$ cat src/common/mrfc_pkg.sv
// Shared constants for the motor ramp and fault control core
package mrfc_pkg;

	// ------------------------------------------------------------------
	// Clock and timing
	// ------------------------------------------------------------------
	localparam int CLK_PERIOD_NS      = 100;
	localparam int INRUSH_BASE_NS     = 5_000_000;  // Code 0000h
	localparam int INRUSH_STEP_NS     = 102_160;    // Per code step
	localparam int OC_DEGLITCH_NS     = 3_000;      // Plain default
	localparam int OC_RETRY_NS        = 1_600_000;  // Plain default
	localparam int INRUSH_BASE_CYC    = INRUSH_BASE_NS / CLK_PERIOD_NS;
	localparam int INRUSH_STEP_CYC    = INRUSH_STEP_NS / CLK_PERIOD_NS;
	localparam int OC_DEGLITCH_CYC    =
		(OC_DEGLITCH_NS + CLK_PERIOD_NS - 1) / CLK_PERIOD_NS;
	localparam int OC_RETRY_CYC       = OC_RETRY_NS / CLK_PERIOD_NS;

	// ------------------------------------------------------------------
	// Register offsets (byte addresses)
	// ------------------------------------------------------------------
	localparam logic [7:0] ADDR_CTRL     = 8'h00;
	localparam logic [7:0] ADDR_SETPOINT = 8'h04;
	localparam logic [7:0] ADDR_INRUSH   = 8'h08;
	localparam logic [7:0] ADDR_STATUS   = 8'h0C;
	localparam logic [7:0] ADDR_CLEAR    = 8'h10;

	// ------------------------------------------------------------------
	// Control register fields
	// ------------------------------------------------------------------
	localparam int CTRL_MODE_LSB   = 0;  // Two bits
	localparam int CTRL_SOFT_BIT   = 2;
	localparam int CTRL_SCALE_LSB  = 3;  // Two bits
	localparam int CTRL_IN_A_BIT   = 5;
	localparam int CTRL_IN_B_BIT   = 6;
	localparam int CTRL_OCSEL_BIT  = 7;  // 1: auto retry
	localparam int CTRL_THSEL_BIT  = 8;  // 1: auto recovery
	localparam int CTRL_OVPEN_BIT  = 9;
	localparam int CLEAR_CMD_BIT   = 0;

	// Status register fields
	localparam int STAT_FAULT_BIT  = 0;
	localparam int STAT_OC_BIT     = 1;
	localparam int STAT_TH_BIT     = 2;
	localparam int STAT_UV_BIT     = 3;
	localparam int STAT_BLANK_BIT  = 4;
	localparam int STAT_LEVEL_LSB  = 8;

	// ------------------------------------------------------------------
	// Reset values
	// ------------------------------------------------------------------
	localparam logic [15:0] INRUSH_RST   = 16'h260C;  // About 1 s
	localparam logic [7:0]  SETPOINT_RST = 8'h00;
	localparam logic        OVPEN_RST    = 1'b1;

	// Regulation modes with soft ramp
	localparam logic [1:0] MODE_SPEED   = 2'h2;
	localparam logic [1:0] MODE_VOLTAGE = 2'h3;

	// Scale base shift: code 0 multiplies by 16
	localparam logic [3:0] SCALE_BASE_SHIFT = 4'h4;

	// Pin input indices and synchroniser reset pattern
	localparam int PIN_OVER_TEMP  = 4;
	localparam int PIN_VM_LOW     = 5;
	localparam int PIN_OUT_OVER   = 6;
	localparam int PIN_BRAKE_OC   = 7;
	localparam int PIN_SLEEP      = 8;
	localparam int PIN_COUNT      = 9;
	localparam logic [8:0] PIN_SYNC_RST = 9'h020;  // Supply low at reset

	// Ramp sequencer states
	typedef enum logic [1:0] {
		ST_IDLE,
		ST_RAMP_UP,
		ST_RUN,
		ST_RAMP_DOWN
	} mrfc_state_type;

endpackage : mrfc_pkg

$ cat src/mrfc_core.sv
// Ramp sequencer, protection logic and APB registers of the motor core
//
// Function
// - Scale codes 0 to 3 multiply by 16, 32, 64 and 128.
// - Target speed equals setpoint times selected scale factor.
// - Soft ramp enable works only in speed or voltage mode.
// - Soft start raises drive gradually over the inrush time.
// - Direction change ramps down to zero, then soft starts reversed.
// - Both bridge inputs zero: soft stop first, then high impedance.
// - Setpoint written zero triggers a soft stop over inrush time.
// - Stall detection blanked for the inrush time after start.
// - Inrush code maps 5 ms at 0000h to 6.7 s at FFFFh.
// - With soft ramp, ramp time is inrush value times setpoint.
// - Current limit beyond deglitch time trips FETs, flags, pin.
// - Auto retry holds FETs off for retry time, then retries.
// - Latch-off holds FETs off until clear command or power cycle.
// - Every high-side and low-side FET has its own detector.
// - Over-temperature disables FETs, sets flags, pulls pin low.
// - Thermal auto recovery clears fault, keeps thermal flag.
// - Thermal latch-off resumes only after clear command.
// - Supply low: outputs off, charge pump off, pin low.
// - Undervoltage sets flags; recovery clears fault, keeps uv flag.
// - Core reset: flags low, pin high; power-up holds fault.
// - Output above supply in sleep or high-Z brakes low sides.
// - Overvoltage brake enabled at reset, kept through sleep.
//
// Chosen here: the register addresses and the APB interface to the registers.
`timescale 1ns/1ps

module mrfc_core
	import mrfc_pkg::*;
#(
	parameter int INRUSH_BASE = INRUSH_BASE_CYC,
	parameter int RETRY_CYC   = OC_RETRY_CYC
) (
	input  wire logic        mclk,
	input  wire logic        nrst,
	input  wire logic        psel,
	input  wire logic        penable,
	input  wire logic        pwrite,
	input  wire logic [7:0]  paddr,
	input  wire logic [31:0] pwdata,
	output logic      [31:0] prdata,
	output logic             pready,
	output logic             pslverr,
	input  wire logic [3:0]  ocLimit,
	input  wire logic        overTemp,
	input  wire logic        vmLow,
	input  wire logic        outOverSupply,
	input  wire logic        brakeOverCur,
	input  wire logic        sleepReq,
	output logic      [7:0]  driveLevel,
	output logic      [14:0] targetSpeed,
	output logic             bridgeEnable,
	output logic             bridgeDir,
	output logic             bridgeHiZ,
	output logic             chargePumpEn,
	output logic      [1:0]  lowSideBrake,
	output logic             stallBlank,
	output logic             faultPinNOut,
	output logic             faultPinNOe
);

	// ------------------------------------------------------------------
	// Declarations
	// ------------------------------------------------------------------
	logic [PIN_COUNT-1:0] pinRaw;
	logic [PIN_COUNT-1:0] syncA_r;
	logic [PIN_COUNT-1:0] syncB_r;
	logic [PIN_COUNT-1:0] syncC_r;
	logic [PIN_COUNT-1:0] pinFilt_r;
	logic [9:0]           ctrl_r;
	logic [7:0]           setpoint_r;
	logic [15:0]          inrush_r;
	logic                 apbWrite;
	logic                 clrCmd;
	logic [31:0]          statusWord;
	logic [31:0]          rdataNxt;
	logic                 addrOk;
	logic                 softActive;
	logic                 runReq;
	logic                 dirReq;
	logic                 bridgeOff;
	logic [31:0]          stepPeriod;
	logic [31:0]          stepCnt_r;
	logic                 stepTick;
	logic [31:0]          blankCnt_r;
	mrfc_state_type       state_r;
	logic [7:0]           level_r;
	logic                 dir_r;
	logic [7:0]           ocCnt_r;
	logic                 ocAny;
	logic                 ocTrip;
	logic                 ocLatch_r;
	logic [31:0]          retryCnt_r;
	logic                 ocOff;
	logic                 thLatch_r;
	logic                 thOff;
	logic                 powerUp_r;
	logic                 ocFlag_r;
	logic                 thFlag_r;
	logic                 uvFlag_r;
	logic                 faultFlag_r;
	logic                 faultNxt;
	logic                 sleepNow;
	logic                 vmLowNow;
	logic                 tempHigh;
	logic                 hiZNxt;
	logic                 brakeOn;

	// ------------------------------------------------------------------
	// Pin synchronisers
	// ------------------------------------------------------------------
	assign pinRaw = {sleepReq, brakeOverCur, outOverSupply, vmLow,
		overTemp, ocLimit};

	// Three stages; a level counts once stages two and three agree
	genvar gi;
	generate
		for (gi = 0; gi < PIN_COUNT; gi++) begin : gSync
			always_ff @(posedge mclk or negedge nrst) begin
				if (!nrst) begin
					syncA_r[gi]   <= PIN_SYNC_RST[gi];
					syncB_r[gi]   <= PIN_SYNC_RST[gi];
					syncC_r[gi]   <= PIN_SYNC_RST[gi];
					pinFilt_r[gi] <= PIN_SYNC_RST[gi];
				end else begin
					syncA_r[gi] <= pinRaw[gi];
					syncB_r[gi] <= syncA_r[gi];
					syncC_r[gi] <= syncB_r[gi];
					if (syncB_r[gi] == syncC_r[gi]) begin
						pinFilt_r[gi] <= syncC_r[gi];
					end
				end
			end
		end
	endgenerate

	assign sleepNow = pinFilt_r[PIN_SLEEP];
	assign vmLowNow = pinFilt_r[PIN_VM_LOW];
	assign tempHigh = pinFilt_r[PIN_OVER_TEMP];

	// ------------------------------------------------------------------
	// APB slave
	// ------------------------------------------------------------------
	// One wait state: pready rises in the second access cycle
	assign apbWrite = psel & penable & pready & pwrite;
	assign clrCmd   = apbWrite & (paddr == ADDR_CLEAR) &
		pwdata[CLEAR_CMD_BIT];

	// Flags and live state for software
	always_comb begin
		statusWord = 32'h0;
		statusWord[STAT_FAULT_BIT] = faultFlag_r;
		statusWord[STAT_OC_BIT]    = ocFlag_r;
		statusWord[STAT_TH_BIT]    = thFlag_r;
		statusWord[STAT_UV_BIT]    = uvFlag_r;
		statusWord[STAT_BLANK_BIT] = stallBlank;
		statusWord[STAT_LEVEL_LSB +: 8] = level_r;
	end

	// Read mux; the clear register reads as zero
	always_comb begin
		addrOk   = 1'b1;
		rdataNxt = 32'h0;
		case (paddr)
			ADDR_CTRL:     rdataNxt = {22'h0, ctrl_r};
			ADDR_SETPOINT: rdataNxt = {24'h0, setpoint_r};
			ADDR_INRUSH:   rdataNxt = {16'h0, inrush_r};
			ADDR_STATUS:   rdataNxt = statusWord;
			ADDR_CLEAR:    rdataNxt = 32'h0;
			default:       addrOk   = 1'b0;
		endcase
	end

	// Handshake and read data, answered one cycle into the access phase
	always_ff @(posedge mclk or negedge nrst) begin
		if (!nrst) begin
			pready  <= 1'b0;
			pslverr <= 1'b0;
			prdata  <= 32'h0;
		end else begin
			pready  <= psel & penable & ~pready;
			pslverr <= psel & penable & ~pready & ~addrOk;
			if (psel & penable & ~pready & ~pwrite) begin
				prdata <= rdataNxt;
			end
		end
	end

	// Writable registers; overvoltage enable is never touched by sleep
	always_ff @(posedge mclk or negedge nrst) begin
		if (!nrst) begin
			ctrl_r                 <= 10'h0;
			ctrl_r[CTRL_OVPEN_BIT] <= OVPEN_RST;
			setpoint_r             <= SETPOINT_RST;
			inrush_r               <= INRUSH_RST;
		end else if (apbWrite) begin
			case (paddr)
				ADDR_CTRL:     ctrl_r     <= pwdata[9:0];
				ADDR_SETPOINT: setpoint_r <= pwdata[7:0];
				ADDR_INRUSH:   inrush_r   <= pwdata[15:0];
				default:       ;
			endcase
		end
	end

	// ------------------------------------------------------------------
	// Speed target and ramp timing
	// ------------------------------------------------------------------
	// Shift by 4 plus scale code gives x16, x32, x64, x128
	always_ff @(posedge mclk or negedge nrst) begin
		if (!nrst) begin
			targetSpeed <= 15'h0;
		end else begin
			targetSpeed <= 15'({7'h0, setpoint_r} << (SCALE_BASE_SHIFT +
				{2'h0, ctrl_r[CTRL_SCALE_LSB +: 2]}));
		end
	end

	// Soft ramp is honoured only in speed or voltage regulation
	assign softActive = ctrl_r[CTRL_SOFT_BIT] &
		((ctrl_r[1:0] == MODE_SPEED) ||
		(ctrl_r[1:0] == MODE_VOLTAGE));

	// Inrush period in cycles; 5 ms plus one step per code
	assign stepPeriod = 32'(INRUSH_BASE) +
		32'({16'h0, inrush_r} * 32'(INRUSH_STEP_CYC));

	assign runReq = (ctrl_r[CTRL_IN_A_BIT] | ctrl_r[CTRL_IN_B_BIT]) &
		(setpoint_r != 8'h00);
	assign dirReq = ctrl_r[CTRL_IN_B_BIT] & ~ctrl_r[CTRL_IN_A_BIT];

	// One level step per inrush period, so a full ramp takes
	// inrush period times setpoint
	assign stepTick = (stepCnt_r + 32'h1 >= stepPeriod);

	always_ff @(posedge mclk or negedge nrst) begin
		if (!nrst) begin
			stepCnt_r <= 32'h0;
		end else if ((state_r == ST_RAMP_UP ||
			state_r == ST_RAMP_DOWN) && !stepTick) begin
			stepCnt_r <= stepCnt_r + 32'h1;
		end else begin
			stepCnt_r <= 32'h0;
		end
	end

	// ------------------------------------------------------------------
	// Protection: overcurrent
	// ------------------------------------------------------------------
	// Any of the four FET limits counts toward the deglitch window
	assign ocAny  = |pinFilt_r[3:0] & (state_r != ST_IDLE);
	assign ocTrip = ocAny &
		(ocCnt_r == 8'(OC_DEGLITCH_CYC - 1));

	always_ff @(posedge mclk or negedge nrst) begin
		if (!nrst) begin
			ocCnt_r <= 8'h0;
		end else if (ocAny && !ocTrip) begin
			ocCnt_r <= ocCnt_r + 8'h1;
		end else begin
			ocCnt_r <= 8'h0;
		end
	end

	// Retry timer restarts each trip, so the cycle repeats while the
	// short persists
	always_ff @(posedge mclk or negedge nrst) begin
		if (!nrst) begin
			retryCnt_r <= 32'h0;
		end else if (ocTrip && ctrl_r[CTRL_OCSEL_BIT]) begin
			retryCnt_r <= 32'(RETRY_CYC);
		end else if (retryCnt_r != 32'h0) begin
			retryCnt_r <= retryCnt_r - 32'h1;
		end
	end

	// Latch-off: only the clear command releases; a new trip wins
	always_ff @(posedge mclk or negedge nrst) begin
		if (!nrst) begin
			ocLatch_r <= 1'b0;
		end else begin
			ocLatch_r <= (ocTrip & ~ctrl_r[CTRL_OCSEL_BIT]) |
				(ocLatch_r & ~clrCmd);
		end
	end

	assign ocOff = ocLatch_r | (retryCnt_r != 32'h0);

	// ------------------------------------------------------------------
	// Protection: thermal and supply
	// ------------------------------------------------------------------
	// Latch holds after cool-down until cleared while cool
	always_ff @(posedge mclk or negedge nrst) begin
		if (!nrst) begin
			thLatch_r <= 1'b0;
		end else begin
			thLatch_r <= (tempHigh & ~ctrl_r[CTRL_THSEL_BIT]) |
				(thLatch_r & ~clrCmd);
		end
	end

	assign thOff = tempHigh | thLatch_r;

	// Core just out of reset: hold fault until supply is good
	always_ff @(posedge mclk or negedge nrst) begin
		if (!nrst) begin
			powerUp_r <= 1'b1;
		end else if (!vmLowNow) begin
			powerUp_r <= 1'b0;
		end
	end

	// ------------------------------------------------------------------
	// Flags: a set in the clearing cycle wins
	// ------------------------------------------------------------------
	assign faultNxt = ocTrip | ocOff | thOff | vmLowNow | powerUp_r;

	always_ff @(posedge mclk or negedge nrst) begin
		if (!nrst) begin
			ocFlag_r    <= 1'b0;
			thFlag_r    <= 1'b0;
			uvFlag_r    <= 1'b0;
			faultFlag_r <= 1'b0;
		end else begin
			ocFlag_r    <= ocTrip | (ocFlag_r & ~clrCmd);
			thFlag_r    <= tempHigh | (thFlag_r & ~clrCmd);
			uvFlag_r    <= (vmLowNow & ~powerUp_r) |
				(uvFlag_r & ~clrCmd);
			faultFlag_r <= faultNxt;
		end
	end

	// Open-drain fault pin: driven low only while a fault stands
	always_ff @(posedge mclk or negedge nrst) begin
		if (!nrst) begin
			faultPinNOut <= 1'b0;
			faultPinNOe  <= 1'b0;
		end else begin
			faultPinNOut <= 1'b0;
			faultPinNOe  <= faultNxt;
		end
	end

	// ------------------------------------------------------------------
	// Ramp sequencer
	// ------------------------------------------------------------------
	// Sleep is treated as a fault here so the bridge is released at once
	assign bridgeOff = faultNxt | sleepNow;

	always_ff @(posedge mclk or negedge nrst) begin
		if (!nrst) begin
			state_r <= ST_IDLE;
			level_r <= 8'h0;
			dir_r   <= 1'b0;
		end else if (bridgeOff) begin
			state_r <= ST_IDLE;
			level_r <= 8'h0;
		end else begin
			case (state_r)
				ST_IDLE: begin
					if (runReq) begin
						dir_r <= dirReq;
						if (softActive) begin
							state_r <= ST_RAMP_UP;
							level_r <= 8'h0;
						end else begin
							state_r <= ST_RUN;
							level_r <= setpoint_r;
						end
					end
				end
				ST_RAMP_UP: begin
					if (!runReq || dirReq != dir_r) begin
						state_r <= ST_RAMP_DOWN;
					end else if (level_r >= setpoint_r) begin
						state_r <= ST_RUN;
						level_r <= setpoint_r;
					end else if (stepTick) begin
						level_r <= level_r + 8'h1;
					end
				end
				ST_RUN: begin
					if (!runReq || dirReq != dir_r) begin
						// Without soft ramp the bridge coasts at once
						state_r <= softActive ? ST_RAMP_DOWN : ST_IDLE;
						level_r <= softActive ? level_r : 8'h0;
					end else begin
						level_r <= setpoint_r;
					end
				end
				ST_RAMP_DOWN: begin
					if (level_r == 8'h0) begin
						// Reverse restarts soft; stop goes high-Z
						if (runReq) begin
							dir_r   <= dirReq;
							state_r <= ST_RAMP_UP;
						end else begin
							state_r <= ST_IDLE;
						end
					end else if (stepTick) begin
						level_r <= level_r - 8'h1;
					end
				end
				default: begin
					state_r <= ST_IDLE;
					level_r <= 8'h0;
				end
			endcase
		end
	end

	// ------------------------------------------------------------------
	// Stall blanking
	// ------------------------------------------------------------------
	// Loaded with one inrush period at each start from idle
	always_ff @(posedge mclk or negedge nrst) begin
		if (!nrst) begin
			blankCnt_r <= 32'h0;
		end else if (state_r == ST_IDLE && runReq && !bridgeOff) begin
			blankCnt_r <= stepPeriod;
		end else if (blankCnt_r != 32'h0) begin
			blankCnt_r <= blankCnt_r - 32'h1;
		end
	end

	// ------------------------------------------------------------------
	// Bridge outputs
	// ------------------------------------------------------------------
	// Shared with bridgeHiZ so no brake closes while driving
	assign hiZNxt  = (state_r == ST_IDLE) | bridgeOff;
	assign brakeOn = ctrl_r[CTRL_OVPEN_BIT] & pinFilt_r[PIN_OUT_OVER] &
		(sleepNow | hiZNxt);
	always_ff @(posedge mclk or negedge nrst) begin
		if (!nrst) begin
			driveLevel   <= 8'h0;
			bridgeEnable <= 1'b0;
			bridgeDir    <= 1'b0;
			bridgeHiZ    <= 1'b1;
			chargePumpEn <= 1'b0;
			stallBlank   <= 1'b0;
		end else begin
			driveLevel   <= level_r;
			bridgeEnable <= ~hiZNxt;
			bridgeDir    <= dir_r;
			bridgeHiZ    <= hiZNxt;
			chargePumpEn <= ~vmLowNow & ~sleepNow;
			stallBlank   <= (state_r == ST_RAMP_UP) |
				(blankCnt_r != 32'h0);
		end
	end

	// Generator braking; in sleep a braking overcurrent drops one side
	always_ff @(posedge mclk or negedge nrst) begin
		if (!nrst) begin
			lowSideBrake <= 2'h0;
		end else begin
			lowSideBrake[0] <= brakeOn;
			lowSideBrake[1] <= brakeOn &
				~(sleepNow & pinFilt_r[PIN_BRAKE_OC]);
		end
	end

endmodule : mrfc_core

$ cat config.mk
export PLATFORM = sky130hd
export DESIGN_NAME = mrfc_core
export DESIGN_NICKNAME = d
export VERILOG_FILES = /design/src/common/mrfc_pkg.sv /design/src/mrfc_core.sv
export SDC_FILE = /design/constraint.sdc
export NUM_CORES = 1
export LEC_CHECK = 0
export BUFFER_PORTS_ARGS = -buffer_cell sky130_fd_sc_hd__clkbuf_2
export CAP_MARGIN = 15
export CORE_ASPECT_RATIO = 0.9
export CORE_MARGIN = 8
export CORE_UTILIZATION = 52
export DETAILED_ROUTE_END_ITERATION = 12
export MAX_ROUTING_LAYER = met4
export PLACE_DENSITY = 0.71
export SYNTH_ARGS = -nofsm -noshare
export SYNTH_HDL_FRONTEND = slang
export SYNTH_SLANG_ARGS = --single-unit
export TNS_END_PERCENT = 1
$ cat constraint.sdc
create_clock -name mclk -period 19.15 [get_ports mclk]
set_input_delay 1.915 -clock mclk [delete_from_list [all_inputs] [get_ports mclk]]
set_output_delay 1.915 -clock mclk [all_outputs]
set_load 0.01 [all_outputs]
==> metrics <==
status=finished, final reports clean; multiplexer area fraction after synthesis=4.70%; Final Max Slew Viols=0; R2R Setup Slk=11040 ps; leakage=~8.8 nW; routed wl met2=16000 µm; R2R Path Start=inrush_r[5]; Worst Reg-to-Reg Cells=26; commonest cells in the netlist=dfrtp_1, inv_1, ha_1; worst-path maximum fanout=16; DRT iter0 DRCs=approximately 800; fin area=17300 µm²; Placer Congestion=0.872; largest net degree at the start of global routing=93; Async S/R FF share, synth=100%; count leader, synth=dfrtp_1; Post-DRT Antenna Nets=0; Die Ht=181 µm; DRT Pass-1 Iters=5; unrepaired setup endpoints after global routing=false; global-route usage over all layers=20.4%; adder-cell share of the synthesized area=21.1%; WP data required=19530 ps; CTS tree=built; setup violators final=0; critical path type=register to register; setup TNS=0 ps; Max Cap Viol=0; top_reg_cell synth=dfrtp_1; FILL cells=2578; origin of the worst setup path=inrush_r[5]; Tmin final=8110 ps; worst hold path class=register to register; Reg clk slew, reported paths=60 ps; EDFF count, synth=0; vias=about 11000; root buf cell=clkbuf_16; area leader, netlist=dfrtp_1; worst hold margin=348 ps; WL met1=16100 µm; Rows=60; Post-DP Area=16400 µm²; initial antenna violation count=0; mapped cell area=15700 µm²; share of the synthesized area in the top cell type=between 30 and 40%; Core ar.=29800 µm²; area growth from synthesis to layout=10.3%; Clock Sink Count=roughly 240; share of layout cells above drive strength 1=13.1%; first-pass GRT wire length=58300 µm; total CTS buffers=25; largest family of logic cells by synthesized area=adder cells; register area share after synthesis=37.8%; #FFs+latches synth=236; PortBufs=82; Hold Vio Cnt, Final=0; Residual DRC=0; worst flop-to-flop path endpoint=level_r[0]; Simple-Gate Fraction of Synth Area=14.5%; clock skew=14.1 ps; # IOs=between 100 and 150; Inserted Diodes=0; initial core utilization=between 50% and 60%; ranking of synthesized cells by area=dfrtp_1, ha_1, fa_1, inv_1, xnor2_1; CP Launch Type=register; cts hold-fix bufs=0; Final #Nets=1869; Routed WL per cell=17.2 µm; critical path capture point=level_r[0]; Worst VDD drop=about 65 µV; post-detail-place hpwl=26700 µm; fmax=0.123 GHz; Syn Area/Cell=around 10 µm²; Synth Instances=1531; Slew @ Worst Pin=slightly above 1000 ps; drt via density=5.51; Distinct cells, synth=75; worst-skew pair later-pin latency=530 ps; Cell Pwr Density=62.3 nW/µm²; DIE AREA=35900 µm²; max layer used=met4; Die Wd=between 150 and 200 µm; met3 wire length=between 2000 and 2500 µm; clock tree buffer depth=3; Synth Area in XOR/XNOR=approximately 6.5%; Slew HR=between 30% and 40%; postcts setup bufs=0; hold depth=0; post-synthesis compound-gate area fraction=9.03%; total grt overflow=0; Ys Warns=0; Final Cycle Share=a little over two fifths; CTS H-tree lvls=1; Routed WL=35000 µm; vias in the first global route=11400; endpoint type of the worst setup path=register; Worst Path Arrival=8490 ps; total power=approximately 1.1 mW; post-CTS sizing=0
where the power goes:
| group | leakage, nW | internal (mW) | switching [mW] |
|---|---|---|---|
| clock | 0.430 | 0.318 | 0.206 |
| sequential | 3.14 | 0.505 | 0.00427 |
| combinational | 5.20 | 0.0138 | 0.0289 |
| total | 8.77 | 0.837 | 0.239 |
flip-flops by register name, indices dropped and copies added, names as in the netlist, 10 cells and up:
register and cells:
blankCnt_r 32, ctrl_r 10, prdata 16, retryCnt_r 32, inrush_r 16, stepCnt_r 32, targetSpeed 11
routing by layer:
layer / track usage (%) / vias to the layer above
met4: 3.73 / 0
met1: 28.5 / 5549
met3: 3.51 / 45
li1: - / 5300
met5: - / -
met2: 31.2 / 279
worst min-delay path by stage:
| stage | to | start | slack, ps |
|---|---|---|---|
| final | syncB_r[0] | syncA_r[0] | 350 |
| after global routing | syncB_r[1] | syncA_r[1] | 360 |
| after floorplan | syncB_r[0] | syncA_r[0] | 330 |
| after detailed placement | syncB_r[4] | syncA_r[4] | 340 |
| after global placement | syncB_r[4] | syncA_r[4] | 330 |
| after CTS | syncB_r[4] | syncA_r[4] | 350 |
final cells by class:
type	count	area [µm²]	area share (%)
repair buffers	87	458	2.65
flip-flops and latches	236	5920	34.3
well taps	403	504	2.92
multi-input cells	1082	8830	51.1
inverters	174	653	3.78
clock buffers	31	708	4.10
clock inverters	14	194	1.12
metrics by stage:
stage | instances | setup slack (ps) | utilization (%)
after floorplan | 1556 | 12130 | -
after global placement | 1982 | 11180 | 54.9
after detailed placement | 1982 | 11080 | 54.9
after CTS | 2027 | 11040 | 58.0
after global routing | 2027 | 10490 | 58.0
final | 2027 | 11040 | 58.0
worst max-delay path, cell delays in order (launching register included):
cell and delay [ps]:
dfrtp_1 570, inv_1 180, fa_1 600, inv_1 110, fa_1 460, fa_1 500
fa_1 570, inv_1 70, fa_1 530, inv_1 40, ha_1 370, a21o_1 200
a211oi_1 240, nor2_1 100, a22o_1 200, a311oi_1 370, o21bai_1 150, xnor2_1 480
ha_1 250, nand3_1 100, nor4_1 490, o211ai_1 180, o311a_1 430, o2111ai_2 120
o211ai_4 230, a311oi_1 370, a211oi_2 70
logic make-up after synthesis:
group                      Yosys count
adders and majority gates          218
xor gates and xnor gates           117
DFF                                236
and+or+nand+nor                    447
other                                1
muxes                               63
AOI/OAI and AO/OA                  211
buffers and inverters              238
placed cells by master (no fill, tap or decap), drive strengths merged, types with 6 or more instances in the layout:
cell,count
dfrtp,224
inv,176
ha,130
nand2,113
clkbuf,112
nor2,106
fa,79
xnor2,63
o21ai,60
nand3,55
xor2,54
a21oi,52
mux2,34
nor3,32
nor2b,30
conb,26
a21o,25
mux2i,24
nor4,22
or3,21
dfstp,12
nand4,12
and3,11
or4,11
a31oi,10
o31ai,9
maj3,9
a211oi,9
nor3b,8
a221oi,8
or2,7
a221o,6
buf,6
(Power assumes the default switching activity.)
